$ cat src/hw/fmc_params.svh
// Register indices, field positions, reset values and timing for the fan monitor config bank
`ifndef FMC_PARAMS_SVH
`define FMC_PARAMS_SVH

// Register indices (byte address is four times the index)
`define FMC_IDX_STATUS 6'h00
`define FMC_IDX_CTRL 6'h01
`define FMC_IDX_FANS 6'h03
`define FMC_IDX_PINFN 6'h05
`define FMC_IDX_ALARM 6'h07
`define FMC_IDX_HOTPLUG 6'h08

// Global control fields
`define FMC_CTRL_INSTALL 0
`define FMC_CTRL_INT_MASK 1
`define FMC_CTRL_ARA_DIS 2
`define FMC_CTRL_FW_TEST 3
`define FMC_CTRL_START 4
`define FMC_CTRL_FORCE_CF 5
`define FMC_CTRL_FORCE_INT 6
`define FMC_CTRL_INT_POL 7

// Fans-in-system fields
`define FMC_FANS_FAN1 0
`define FMC_FANS_FAN2 1

// Status fields
`define FMC_STAT_INT 0
`define FMC_STAT_CF_IN 1
`define FMC_STAT_CF_OUT 2
`define FMC_STAT_ALARM 3
`define FMC_STAT_HOTPLUG 4

// Pin-function fields
`define FMC_PIN_GP_LO 0
`define FMC_PIN_GP_HI 2
`define FMC_PIN_D1_LO 3
`define FMC_PIN_D1_HI 4
`define FMC_PIN_D2_LO 5
`define FMC_PIN_D2_HI 6

// Reset values and masks
`define FMC_CTRL_RST 8'h00
`define FMC_CTRL_WMASK 8'hfe
`define FMC_FANS_RST 8'h01
`define FMC_FANS_WMASK 8'h03
`define FMC_PINFN_RST 8'h07
`define FMC_PINFN_WMASK 8'h7f
`define FMC_SPEED_WMASK 8'h03
`define FMC_SPEED_RST 8'h00

// Strap capture delay after reset release, in cycles
`define FMC_STRAP_WAIT 2'h3

// Free-wheel test duration
`define FMC_FW_TEST_S 10
`define FMC_CLK_HZ 100000000

// AXI responses
`define FMC_RESP_OKAY 2'h0
`define FMC_RESP_SLVERR 2'h2

`endif

$ cat src/hw/fmc_pkg.sv
// Types shared by the fan monitor config bank
`default_nettype none
package fmc_pkg;
   // One register byte
   typedef logic [7:0] fmc_byte_t;
   // Per-fan request pair, bit 0 fan 1, bit 1 fan 2
   typedef logic [1:0] fmc_fan_t;
   // Pin function select bits 0..6
   typedef logic [6:0] fmc_pin_t;
   // Strap capture sequence
   typedef enum logic [1:0] {FMC_BOOT, FMC_LOAD, FMC_RUN} fmc_init_t;
endpackage
`default_nettype wire

$ cat src/hw/fmc_regs.sv
// Configuration register bank of the dual-fan monitor with AXI4-Lite access
// Contract
// - Control bit 0 mirrors fan-2-installed bit.
// - Control bit 1 masks the interrupt output.
// - Control bit 2 disables alert response.
// - Control bit 3 starts free-wheel test, pausing monitoring.
// - Test bit self-clears after about ten seconds.
// - Control bit 4 starts round-robin monitoring.
// - Monitoring stopped drives all fans alarm speed.
// - Start bit resets from automatic-control strap.
// - Control bit 5 forces cascade fault low.
// - Control bit 6 forces interrupt asserted.
// - Control bit 7 selects interrupt polarity.
// - Pin bits 0-1 reset 1; 0 selects analog.
// - Pin bit 2 resets 1, writable.
// - Pin bits 3-4 reset from diode-1 detection.
// - Pin bits 5-6 reset from diode-2 detection.
// - Reserved bits always read zero.
// - Alarm request bits drive fans alarm speed.
// - Hot-plug request bits drive fans hot-plug speed unless at alarm speed.
// - Control resets zero except strap bits 0, 4.
// - Pin register resets 0????111.
// - Fan-2-installed loads from strap, stays writable.
// - Status bit shows any fan at alarm speed.
`include "fmc_params.svh"
`default_nettype none
module fmc_regs #(
   parameter int ADDR_W = 8,
   parameter longint FW_TEST_CYCLES = longint'(`FMC_FW_TEST_S) * `FMC_CLK_HZ
) (
   // Clock and reset
   input wire logic core_clk,
   input wire logic arst_n,
   // AXI4-Lite write address
   input wire logic [ADDR_W-1:0] s_axi_awaddr,
   input wire logic s_axi_awvalid,
   output logic s_axi_awready,
   // AXI4-Lite write data
   input wire logic [31:0] s_axi_wdata,
   input wire logic [3:0] s_axi_wstrb,
   input wire logic s_axi_wvalid,
   output logic s_axi_wready,
   // AXI4-Lite write response
   output logic [1:0] s_axi_bresp,
   output logic s_axi_bvalid,
   input wire logic s_axi_bready,
   // AXI4-Lite read address
   input wire logic [ADDR_W-1:0] s_axi_araddr,
   input wire logic s_axi_arvalid,
   output logic s_axi_arready,
   // AXI4-Lite read data
   output logic [31:0] s_axi_rdata,
   output logic [1:0] s_axi_rresp,
   output logic s_axi_rvalid,
   input wire logic s_axi_rready,
   // Strap and detection pins
   input wire logic auto_start_strap_pin,
   input wire logic remote_diode_1,
   input wire logic remote_diode_2,
   // Event sources from the monitor core
   input wire logic int_request,
   input wire logic fault_request,
   input wire logic cascade_fault_in_n,
   // Interrupt, fault and alert outputs
   output logic int_out,
   output logic cascade_fault_n,
   output logic ara_respond_en,
   // Monitoring control
   output logic monitor_run,
   output logic fw_test_busy,
   // Fan speed selects
   output fmc_pkg::fmc_fan_t fan_alarm,
   output fmc_pkg::fmc_fan_t fan_hotplug,
   // Pin function selects
   output fmc_pkg::fmc_pin_t pin_function
);
   import fmc_pkg::*;

   // Test length in cycles, counter wide enough for it
   localparam int FW_W = $clog2(FW_TEST_CYCLES + 1);

   // Elaboration checks
   if (ADDR_W < 8 || ADDR_W > 32) begin : g_bad_addr
      $error("ADDR_W must be 8..32");
   end
   if (FW_TEST_CYCLES < 2) begin : g_bad_fw
      $error("FW_TEST_CYCLES must be at least 2");
   end

   // Two-stage synchronisers for pins
   logic [2:0] pin_s1_q, pin_s2_q;
   logic cf_in_s1_q, cf_in_s2_q;
   // Register storage
   fmc_byte_t ctrl_q;
   fmc_fan_t fans_q, alarm_q, hotplug_q;
   fmc_pin_t pin_q;
   // Free-wheel test counter
   logic [FW_W-1:0] fw_cnt_q;
   // Strap capture sequencing
   fmc_init_t init_q;
   logic [1:0] wait_q;
   // Write channel state
   logic aw_held_q, w_held_q, wstrb0_q, bvalid_q;
   logic [ADDR_W-1:0] awaddr_q;
   fmc_byte_t wdata_q;
   logic [1:0] bresp_q;
   // Read channel state
   logic rvalid_q;
   logic [31:0] rdata_q;
   logic [1:0] rresp_q;
   // Internal decode and datapath
   logic wr_fire, wr_hit, wr_ctrl, int_asserted, cf_out, rd_hit, fw_done, fw_set;
   logic [5:0] wr_idx, rd_idx;
   fmc_byte_t status_rd, ctrl_rd, rd_byte;

   // Synchronise strap, diode and cascade pins
   always_ff @(posedge core_clk or negedge arst_n) begin
      if (!arst_n) begin
         pin_s1_q <= 3'h0;
         pin_s2_q <= 3'h0;
         cf_in_s1_q <= 1'b1;
         cf_in_s2_q <= 1'b1;
      end else begin
         pin_s1_q <= {remote_diode_2, remote_diode_1, auto_start_strap_pin};
         pin_s2_q <= pin_s1_q;
         cf_in_s1_q <= cascade_fault_in_n;
         cf_in_s2_q <= cf_in_s1_q;
      end
   end

   // Wait for synchronised straps, then load once
   always_ff @(posedge core_clk or negedge arst_n) begin
      if (!arst_n) begin
         init_q <= FMC_BOOT;
         wait_q <= 2'h0;
      end else begin
         case (init_q)
            FMC_BOOT: begin
               wait_q <= wait_q + 2'h1;
               if (wait_q == `FMC_STRAP_WAIT - 2'h1) begin
                  init_q <= FMC_LOAD;
               end
            end
            FMC_LOAD: init_q <= FMC_RUN;
            FMC_RUN: init_q <= FMC_RUN;
            default: init_q <= FMC_BOOT;
         endcase
      end
   end

   // Bus write decode, reserved positions masked off
   assign wr_fire = aw_held_q && w_held_q && !bvalid_q;
   assign wr_idx = awaddr_q[7:2];
   assign wr_hit = (wr_idx == `FMC_IDX_CTRL) || (wr_idx == `FMC_IDX_FANS) ||
                   (wr_idx == `FMC_IDX_PINFN) || (wr_idx == `FMC_IDX_ALARM) ||
                   (wr_idx == `FMC_IDX_HOTPLUG);
   assign wr_ctrl = wr_fire && wstrb0_q && (wr_idx == `FMC_IDX_CTRL);

   // Global control register, straps loaded once after release
   always_ff @(posedge core_clk or negedge arst_n) begin
      if (!arst_n) begin
         ctrl_q <= `FMC_CTRL_RST;
      end else if (init_q == FMC_LOAD) begin
         ctrl_q[`FMC_CTRL_START] <= pin_s2_q[0];
      end else if (wr_ctrl) begin
         ctrl_q <= wdata_q & `FMC_CTRL_WMASK;
         // Running test cannot be cancelled; expiry clears unless relaunched
         ctrl_q[`FMC_CTRL_FW_TEST] <= (ctrl_q[`FMC_CTRL_FW_TEST] && !fw_done) | fw_set;
      end else if (fw_done) begin
         ctrl_q[`FMC_CTRL_FW_TEST] <= 1'b0;
      end
   end

   // Launch request from software
   assign fw_set = wdata_q[`FMC_CTRL_FW_TEST];

   // Free-wheel test timer
   always_ff @(posedge core_clk or negedge arst_n) begin
      if (!arst_n) begin
         fw_cnt_q <= '0;
      end else if (wr_ctrl && fw_set && (!ctrl_q[`FMC_CTRL_FW_TEST] || fw_done)) begin
         fw_cnt_q <= FW_W'(FW_TEST_CYCLES - 1);
      end else if (ctrl_q[`FMC_CTRL_FW_TEST] && fw_cnt_q != '0) begin
         fw_cnt_q <= fw_cnt_q - FW_W'(1);
      end
   end
   assign fw_done = ctrl_q[`FMC_CTRL_FW_TEST] && (fw_cnt_q == '0);

   // Fans-in-system; control bit 0 writes the same storage
   always_ff @(posedge core_clk or negedge arst_n) begin
      if (!arst_n) begin
         fans_q <= fmc_fan_t'(`FMC_FANS_RST);
      end else if (init_q == FMC_LOAD) begin
         fans_q[`FMC_FANS_FAN2] <= pin_s2_q[0];
      end else if (wr_fire && wstrb0_q && wr_idx == `FMC_IDX_FANS) begin
         fans_q <= fmc_fan_t'(wdata_q & `FMC_FANS_WMASK);
      end else if (wr_ctrl) begin
         fans_q[`FMC_FANS_FAN2] <= wdata_q[`FMC_CTRL_INSTALL];
      end
   end

   // Pin-function register, diode detection loaded once
   always_ff @(posedge core_clk or negedge arst_n) begin
      if (!arst_n) begin
         pin_q <= fmc_pin_t'(`FMC_PINFN_RST);
      end else if (init_q == FMC_LOAD) begin
         pin_q[`FMC_PIN_D1_HI:`FMC_PIN_D1_LO] <= {2{!pin_s2_q[1]}};
         pin_q[`FMC_PIN_D2_HI:`FMC_PIN_D2_LO] <= {2{!pin_s2_q[2]}};
      end else if (wr_fire && wstrb0_q && wr_idx == `FMC_IDX_PINFN) begin
         pin_q <= fmc_pin_t'(wdata_q & `FMC_PINFN_WMASK);
      end
   end

   // Alarm and hot-plug speed request registers
   always_ff @(posedge core_clk or negedge arst_n) begin
      if (!arst_n) begin
         alarm_q <= fmc_fan_t'(`FMC_SPEED_RST);
         hotplug_q <= fmc_fan_t'(`FMC_SPEED_RST);
      end else if (wr_fire && wstrb0_q) begin
         if (wr_idx == `FMC_IDX_ALARM) begin
            alarm_q <= fmc_fan_t'(wdata_q & `FMC_SPEED_WMASK);
         end
         if (wr_idx == `FMC_IDX_HOTPLUG) begin
            hotplug_q <= fmc_fan_t'(wdata_q & `FMC_SPEED_WMASK);
         end
      end
   end

   // Fan speed selection, alarm overrides hot-plug
   assign fan_alarm = alarm_q | {2{!ctrl_q[`FMC_CTRL_START]}};
   assign fan_hotplug = hotplug_q & ~fan_alarm;

   // Monitoring runs when started and no test is active
   assign monitor_run = ctrl_q[`FMC_CTRL_START] && !ctrl_q[`FMC_CTRL_FW_TEST];
   assign fw_test_busy = ctrl_q[`FMC_CTRL_FW_TEST];

   // Interrupt level with mask, force and polarity
   assign int_asserted = (int_request && !ctrl_q[`FMC_CTRL_INT_MASK]) ||
                         ctrl_q[`FMC_CTRL_FORCE_INT];
   assign int_out = ctrl_q[`FMC_CTRL_INT_POL] ? int_asserted : !int_asserted;

   // Cascade fault and alert response
   assign cf_out = fault_request || ctrl_q[`FMC_CTRL_FORCE_CF];
   assign cascade_fault_n = !cf_out;
   assign ara_respond_en = !ctrl_q[`FMC_CTRL_ARA_DIS];
   assign pin_function = pin_q;

   // Read views of status and control
   always_comb begin
      status_rd = 8'h00;
      status_rd[`FMC_STAT_INT] = int_asserted;
      status_rd[`FMC_STAT_CF_IN] = !cf_in_s2_q;
      status_rd[`FMC_STAT_CF_OUT] = cf_out;
      status_rd[`FMC_STAT_ALARM] = |fan_alarm;
      status_rd[`FMC_STAT_HOTPLUG] = |fan_hotplug;
      ctrl_rd = ctrl_q;
      ctrl_rd[`FMC_CTRL_INSTALL] = fans_q[`FMC_FANS_FAN2];
   end

   // Read multiplexer, reserved bits zero
   assign rd_idx = s_axi_araddr[7:2];
   always_comb begin
      rd_byte = 8'h00;
      rd_hit = 1'b1;
      case (rd_idx)
         `FMC_IDX_STATUS: rd_byte = status_rd;
         `FMC_IDX_CTRL: rd_byte = ctrl_rd;
         `FMC_IDX_FANS: rd_byte = {6'h00, fans_q};
         `FMC_IDX_PINFN: rd_byte = {1'b0, pin_q};
         `FMC_IDX_ALARM: rd_byte = {6'h00, alarm_q};
         `FMC_IDX_HOTPLUG: rd_byte = {6'h00, hotplug_q};
         default: rd_hit = 1'b0;
      endcase
   end

   // Write address and data capture, either order
   always_ff @(posedge core_clk or negedge arst_n) begin
      if (!arst_n) begin
         aw_held_q <= 1'b0;
         w_held_q <= 1'b0;
         awaddr_q <= '0;
         wdata_q <= 8'h00;
         wstrb0_q <= 1'b0;
      end else if (wr_fire) begin
         aw_held_q <= 1'b0;
         w_held_q <= 1'b0;
      end else begin
         if (s_axi_awvalid && s_axi_awready) begin
            aw_held_q <= 1'b1;
            awaddr_q <= s_axi_awaddr;
         end
         if (s_axi_wvalid && s_axi_wready) begin
            w_held_q <= 1'b1;
            wdata_q <= s_axi_wdata[7:0];
            wstrb0_q <= s_axi_wstrb[0];
         end
      end
   end

   // Ready until captured; writes held off until straps loaded
   assign s_axi_awready = !aw_held_q && !bvalid_q && (init_q == FMC_RUN);
   assign s_axi_wready = !w_held_q && !bvalid_q && (init_q == FMC_RUN);

   // Write response one cycle after both halves held
   always_ff @(posedge core_clk or negedge arst_n) begin
      if (!arst_n) begin
         bvalid_q <= 1'b0;
         bresp_q <= `FMC_RESP_OKAY;
      end else if (wr_fire) begin
         bvalid_q <= 1'b1;
         bresp_q <= wr_hit ? `FMC_RESP_OKAY : `FMC_RESP_SLVERR;
      end else if (s_axi_bready) begin
         bvalid_q <= 1'b0;
      end
   end
   assign s_axi_bvalid = bvalid_q;
   assign s_axi_bresp = bresp_q;

   // Read answer one cycle after the address
   assign s_axi_arready = !rvalid_q;
   always_ff @(posedge core_clk or negedge arst_n) begin
      if (!arst_n) begin
         rvalid_q <= 1'b0;
         rdata_q <= 32'h0000_0000;
         rresp_q <= `FMC_RESP_OKAY;
      end else if (s_axi_arvalid && !rvalid_q) begin
         rvalid_q <= 1'b1;
         rdata_q <= {24'h00_0000, rd_byte};
         rresp_q <= rd_hit ? `FMC_RESP_OKAY : `FMC_RESP_SLVERR;
      end else if (s_axi_rready) begin
         rvalid_q <= 1'b0;
      end
   end
   assign s_axi_rvalid = rvalid_q;
   assign s_axi_rdata = rdata_q;
   assign s_axi_rresp = rresp_q;

   // Control bit 0 read back always matches fan-2 install
   install_mirror_a: assert property (@(posedge core_clk) disable iff (!arst_n)
      (s_axi_arvalid && s_axi_arready && rd_idx == `FMC_IDX_CTRL)
      |=> s_axi_rdata[`FMC_CTRL_INSTALL] == $past(fans_q[`FMC_FANS_FAN2]))
      else $error("control bit 0 differs from fan 2 install");

   // Masked interrupt shows deasserted level unless forced
   int_mask_a: assert property (@(posedge core_clk) disable iff (!arst_n)
      (ctrl_q[`FMC_CTRL_INT_MASK] && !ctrl_q[`FMC_CTRL_FORCE_INT])
      |-> int_out == !ctrl_q[`FMC_CTRL_INT_POL])
      else $error("interrupt not suppressed by mask");

   // Forced interrupt shows asserted level of chosen polarity
   int_force_a: assert property (@(posedge core_clk) disable iff (!arst_n)
      ctrl_q[`FMC_CTRL_FORCE_INT] |-> int_out == ctrl_q[`FMC_CTRL_INT_POL])
      else $error("forced interrupt at wrong level");

   // Alert response turns off when the disable bit rises
   ara_gate_a: assert property (@(posedge core_clk) disable iff (!arst_n)
      $rose(ctrl_q[`FMC_CTRL_ARA_DIS]) |-> !ara_respond_en)
      else $error("alert response not disabled");

   // Test launch holds and pauses monitoring
   fw_pause_a: assert property (@(posedge core_clk) disable iff (!arst_n)
      $rose(fw_test_busy) |-> (fw_test_busy && !monitor_run) [*2])
      else $error("monitoring not paused during test");

   // Test bit falls only when the timer has expired
   fw_clear_a: assert property (@(posedge core_clk) disable iff (!arst_n)
      $fell(fw_test_busy) |-> $past(fw_cnt_q) == '0)
      else $error("test ended before its time");

   // Stopped monitoring forces both fans to alarm speed
   stop_alarm_a: assert property (@(posedge core_clk) disable iff (!arst_n)
      !ctrl_q[`FMC_CTRL_START] |-> fan_alarm == 2'h3 && fan_hotplug == 2'h0)
      else $error("fans not at alarm speed while stopped");

   // Forced cascade fault drives the pin low
   cf_force_a: assert property (@(posedge core_clk) disable iff (!arst_n)
      ctrl_q[`FMC_CTRL_FORCE_CF] |-> !cascade_fault_n)
      else $error("cascade fault not forced low");

   // Reserved read bits of the pin-function register are zero
   rsvd_zero_a: assert property (@(posedge core_clk) disable iff (!arst_n)
      (s_axi_arvalid && s_axi_arready && rd_idx == `FMC_IDX_PINFN)
      |=> s_axi_rdata[31:7] == '0)
      else $error("reserved bits read nonzero");

   // Alarm priority and status view
   speed_prio_a: assert property (@(posedge core_clk) disable iff (!arst_n)
      (fan_alarm & fan_hotplug) == 2'h0 && status_rd[`FMC_STAT_ALARM] == |(alarm_q | fan_alarm))
      else $error("alarm and hot-plug overlap");

   // Write response follows both halves by one cycle
   wr_resp_a: assert property (@(posedge core_clk) disable iff (!arst_n)
      wr_fire |=> s_axi_bvalid && (s_axi_bresp == `FMC_RESP_OKAY) == $past(wr_hit))
      else $error("write response missing or wrong");
endmodule
`default_nettype wire

$ cat config.mk
export PLATFORM = sky130hd
export DESIGN_NAME = fmc_regs
export DESIGN_NICKNAME = d
export VERILOG_FILES = /design/src/hw/fmc_pkg.sv /design/src/hw/fmc_regs.sv
export VERILOG_INCLUDE_DIRS = /design/src /design/src/hw
export SDC_FILE = /design/constraint.sdc
export NUM_CORES = 1
export LEC_CHECK = 0
export BUFFER_PORTS_ARGS = -buffer_cell sky130_fd_sc_hd__buf_2
export CORE_MARGIN = 4
export CORE_UTILIZATION = 53
export CTS_BUF_LIST = sky130_fd_sc_hd__clkbuf_16
export DETAILED_ROUTE_END_ITERATION = 6
export PLACE_DENSITY = 0.8
export RECOVER_POWER = 100
export SLEW_MARGIN = 10
export SYNTH_ARGS = -nofsm -noshare
export SYNTH_HDL_FRONTEND = slang
export SYNTH_SLANG_ARGS = --single-unit
$ cat constraint.sdc
create_clock -name core_clk -period 3.8 [get_ports core_clk]
set_input_delay 0.57 -clock core_clk [delete_from_list [all_inputs] [get_ports core_clk]]
set_output_delay 0.57 -clock core_clk [all_outputs]
set_load 0.005 [all_outputs]
After elaboration in Yosys (flattened, before gate mapping)
Index checks and enable logic that the tools add are counted.
Widths: inputs -> output; s select.
{"block": "word_totals", "reg_bits": 95, "inputBits": 65, "out_inout_bits": 57}
{"block": "op_classes", "add_sub_neg": 2, "eq_ne": 14, "mux": 26, "bitwise_logic": 6, "reduce_logical": 66}
{"op": "$mux 30", "n": 2}
{"op": "$pmux 8 s6", "n": 1}
{"op": "$logic_not 30->1", "n": 1}
{"op": "$reduce_bool 30->1", "n": 1}
{"op": "$sub 30x1->30 const B", "n": 1}
{"op": "$eq 6x3->1 const B", "n": 4}
{"op": "$logic_and 1x1->1", "n": 20}
{"op": "$mux 1", "n": 17}
{"op": "$reduce_and 2->1", "n": 8}
{"op": "$reduce_bool 2->1", "n": 8}
{"op": "$logic_not 1->1", "n": 14}
{"op": "$eq 6x1->1 const B", "n": 2}
{"op": "$eq 6x2->1 const B", "n": 2}
{"op": "$eq 6x4->1 const B", "n": 2}
{"op": "$logic_or 1x1->1", "n": 7}
{"op": "$mux 7", "n": 1}
{"op": "$logic_not 6->1", "n": 1}
{"op": "$mux 2", "n": 3}
{"op": "$reduce_or 2->1", "n": 3}
{"op": "$reduce_or 6->1", "n": 1}
{"op": "$eq 2x2->1 const B", "n": 2}
{"op": "$mux 4", "n": 1}
{"op": "$pmux 2 s2", "n": 1}
{"op": "$reduce_bool 3->1", "n": 1}
{"op": "other kinds (9)", "n": 10}

Depth between registers and ports, before layout
{"block": "depth", "depth_word": 7, "depth_mapped": 10, "depth_no_buf": 7}

Least setup slack after synthesis
Ideal clock, no wire load.
{"block": "synth_path", "kind": "register to register", "startpoint": "register fw_cnt_q[0]", "endpoint": "register fw_cnt_q[2]", "t_arrival_ns": 2.749, "slack_ns": 0.925, "stages_incl_launch_ff": 10, "path_buffers": 2, "period_less_slack_ns": 2.875, "cell_sequence": "dfrtp_1 inv_1 ha_1 or4b_1 buf_2 or4_4 buf_6 o41a_4 or3_1 o311a_1"}
{"block": "synth_between", "elab_chain_len": 5, "word_cells_on_any_way": 10, "classes_between": "add/sub: 1; mux: 2; reduce/logical: 7"}
{"item": "from (decl)", "line": "fmc_regs.sv:98", "rtl": "logic [FW_W-1:0] fw_cnt_q;"}
{"item": "from (signal assigned)", "line": "fmc_regs.sv:182", "rtl": "fw_cnt_q <= FW_W'(FW_TEST_CYCLES - 1);"}
{"item": "from (signal assigned)", "line": "fmc_regs.sv:184", "rtl": "fw_cnt_q <= fw_cnt_q - FW_W'(1);"}
{"item": "parallel branches: the longest is 5 deep, another holds $sub 30x1->30"}
Parallel ways; which one is timed is not known. The select of a mux whose other input is x is not followed.
A chain may end at the register's enable or synchronous reset.

Worst setup path in the final report
{"block": "layout_path", "startpoint": "register fw_cnt_q[0]", "endpoint": "register fw_cnt_q[6]"}
Same word-level chain as after synthesis.

==> results.tsv <==
stage	metric	value	unit
clocking	clockBufferDepth	2	
hold_path	hold_depth	1	
sta	max_slew_margin	-0.140	
clocking	numCtsBuffers	9	
sta	min_period	3.35	ns
clocking	cts_setup_buffers	0	
layout	layout.cells.non_filler	622	
placed_design	gp_congestion	0.883	
synth	synth_seq_cells	91	
worst_setup_path	critPathLaunchType	flip-flop	
worst_setup_path	path_cells	inv_1 > ha_1 > or4b_1 > or4_1 > o41ai_4 > clkbuf_2 > nor2_1 > o31ai_1	
synth	syn_area	4730	um2
detailed_routing	drc	0	
worst_setup_path	cp.depth	8	
synth	synthArstFlopShare	1.00	
floorplanning	rows	34	
sta	final.setup.worst_slack	0.448	ns
worst_setup_path	cpLargestDelayFamily	simple AND/OR/NAND/NOR gates	
worst_setup_path	rr_worst_depth	8	
synth	synth_edf_count	0	
global_routing	grt-ovfl-total	0	
layout	nNetsFinal	580	
clocking	cts_resized	0	
synth	dominantRegCellSynth	dfrtp_1	
global_routing	grt_usage	0.203	
pwr	ir_drop	0.453	mV
global_routing	grt_pass1_vias	3457	
layout	final_core_util	0.605	
sta	max_slew.worst_pin.slew	1.71	ns
clocking	cts_max_level	3	
placed_design	dp_slack	0.696	ns
pwr	p_leak	2.51	nW
run_status	status	finished, violations left	
run	max_cap_viol_count	1	
pwr	power_density	968	nW/um2
synth	synth_largest_area_cell	dfrtp_1	
sta	tns	0	ns
sta	finalMaxSlewViolations	74	
synth	syn_area_per_cell	10.5	um2
floorplanning	dieArea	10500	um2
sta	rsz0062_at_grt	false	
layout	fill_cells	722	
floorplanning	die_w	102	um
worst_setup_path	crit_slowest_cell	or4_1	
worst_setup_path	cp_max_fo	14	
layout	area.growth.synth_to_final	11.6	%
global_routing	grt_max_degree	74	
clocking	clock_sinks	91	
layout	n_antenna_cell	0	
synth	netlist_instances	452	
run_status	violations	max-capacitance violations, max-slew violations	
synth	synth_top_area_frac	0.450	
clocking	cts_root_buf	clkbuf_16	
floorplanning	io-pin-count	122	
sta	fmax	298	MHz
detailed_routing	routed_via_density	5.89	
synth	synth_most_common_cell	dfrtp_1	
hold_path	hold_path_class	in2reg	
placed_design	port_buffers	64	
detailed_routing	drtAntennaViolNets	0	
floorplanning	die_y	102	um
clocking	cts_tree	built	
clocking	clk_pin_slew	0.08	ns
placed_design	detailed_place_hpwl	7340	um
global_routing	antenna_found_initial	0	
worst_setup_path	worstPathArrival	3.61	ns
detailed_routing	vias	3661	
floorplanning	start_util	0.542	
clocking	insertion_delay	0.35	ns
detailed_routing	drt_wl_total	10200	um
worst_setup_path	cp.required	4.05	ns
worst_setup_path	critPathKind	reg2reg	
synth	synthDistinctLibCells	55	
detailed_routing	firstDrtPassIters	5	
sta	setup_viol	0	
worst_setup_path	cp_slowest_stage_delay	0.66	ns
synth	ys_seq_area_frac	0.483	
detailed_routing	dr.first_iter.drc_count	269	
placed_design	place_inst	606	
global_routing	grt_pass1_wl	16800	um
synth	ys_top_cells_by_area	dfrtp_1 (45%), mux2_2 (6.9%), buf_4 (4.6%), dfstp_2 (3.3%), mux2i_1 (2.5%)	
worst_setup_path	end_kind	flip-flop	
sta	fin_skew	0.00891	ns
floorplanning	fp.coreArea	8720	um2
worst_setup_path	cp_num_buf_inv	2	
sta	min_period_over_period	0.882	
sta	hold_violations	0	
synth	yosys_warnings	0	
detailed_routing	wire_per_inst	16.4	um
synth	synth_commonest_cells	dfrtp_1 (85), buf_4 (29), mux2_2 (29)	
layout	drive_gt1_frac	0.191	
clocking	ctsHoldBuffers	0	
## area by class of cell
cell class / count / area (um2) / area share
clock buffer: 9 / 225 / 0.0427
clock inverter: 7 / 86.3 / 0.0164
inverter: 16 / 60.1 / 0.0114
multi-input combinational: 322 / 2170 / 0.412
sequential: 91 / 2280 / 0.433
tap: 108 / 135 / 0.0256
timing repair buffer: 69 / 313 / 0.0593
## report_power, final
part           switching, W  total, W  internal [W]
registers          0.000340   0.00161       0.00127
clock network      0.000438  0.000913      0.000476
logic               0.00161   0.00259      0.000979
total               0.00239   0.00511       0.00272
## worst register-to-register path: cells and delay by family (launching register included)
kind | cells | cell delay, ns
buffers and inverters | 2 | 0.47
AND/OR/NAND/NOR | 3 | 1.33
adder cells (fa/ha/maj) | 1 | 0.22
flip-flops | 1 | 0.40
AO/OA/AOI/OAI | 2 | 0.83
## cells in the final DEF, fill, tap and decap left out, types with 10 or more instances in the layout
cell type	netlist	layout
conb_1	1	26
nor2_1	25	25
nand2_1	23	23
o21ai_0	23	23
or3_1	11	11
inv_1	16	16
nor4_1	12	12
buf_2	2	39
a21oi_1	17	17
a22o_1	10	10
dfrtp_1	85	85
o31ai_1	15	15
clkbuf_1	15	24
nor3_1	18	18
mux2_2	29	28
mux2i_1	12	12
## through the flow
stage | hold WS (ns) | total power [W] | area, um2
after floorplan | 0.274 | 0.00366 | 4820
after global placement | 0.332 | 0.00410 | 5020
after detailed placement | 0.337 | 0.00421 | 5020
after CTS | 0.304 | 0.00516 | 5330
after global routing | 0.306 | 0.00550 | 5280
final | 0.313 | 0.00511 | 5280
## flip-flops by register name, summed over array words and instances, names as in the netlist
signal / flops
wdata_q: 8
s_axi_rresp: 1
alarm_q: 2
s_axi_rvalid: 1
w_held_q: 1
cf_in_s1_q: 1
cf_in_s2_q: 1
init_q: 2
awaddr_q: 6
wait_q: 2
s_axi_bresp: 1
aw_held_q: 1
pin_function: 7
s_axi_bvalid: 1
fw_cnt_q: 30
fans_q: 2
hotplug_q: 2
pin_s2_q: 3
wstrb0_q: 1
s_axi_rdata: 8
ctrl_q: 7
pin_s1_q: 3
## kinds of logic after synthesis
kind of cell               share of synthesized area
buffers and inverters                         0.0760
other                                       0.000793
AOI/OAI and AO/OA                              0.156
xor gates and xnor gates                     0.00556
DFF                                            0.483
adders and majority gates                     0.0159
and+or+nand+nor                                0.168
muxes                                         0.0945
## final timing paths
check                                   start            to  slack [ns]
hold / removal             cascade_fault_in_n    cf_in_s1_q        0.31
min in group asynchronous              arst_n  s_axi_rvalid        0.67
setup / recovery                  fw_cnt_q[0]   fw_cnt_q[6]        0.45
hold reg to reg                   pin_s1_q[0]   pin_s2_q[0]        0.35
setup reg to reg                  fw_cnt_q[0]   fw_cnt_q[6]        0.45
max in group asynchronous              arst_n   fw_cnt_q[7]        1.43
## routing by layer
layer,GRT usage,share of wire,up-vias
met4,0.0605,0.013,0
met3,0.0457,0.055,16
li1,-,-,1736
met2,0.323,0.48,130
met5,0,0,-
met1,0.280,0.45,1779
No activity file was read; power rests on OpenSTA's default activity.
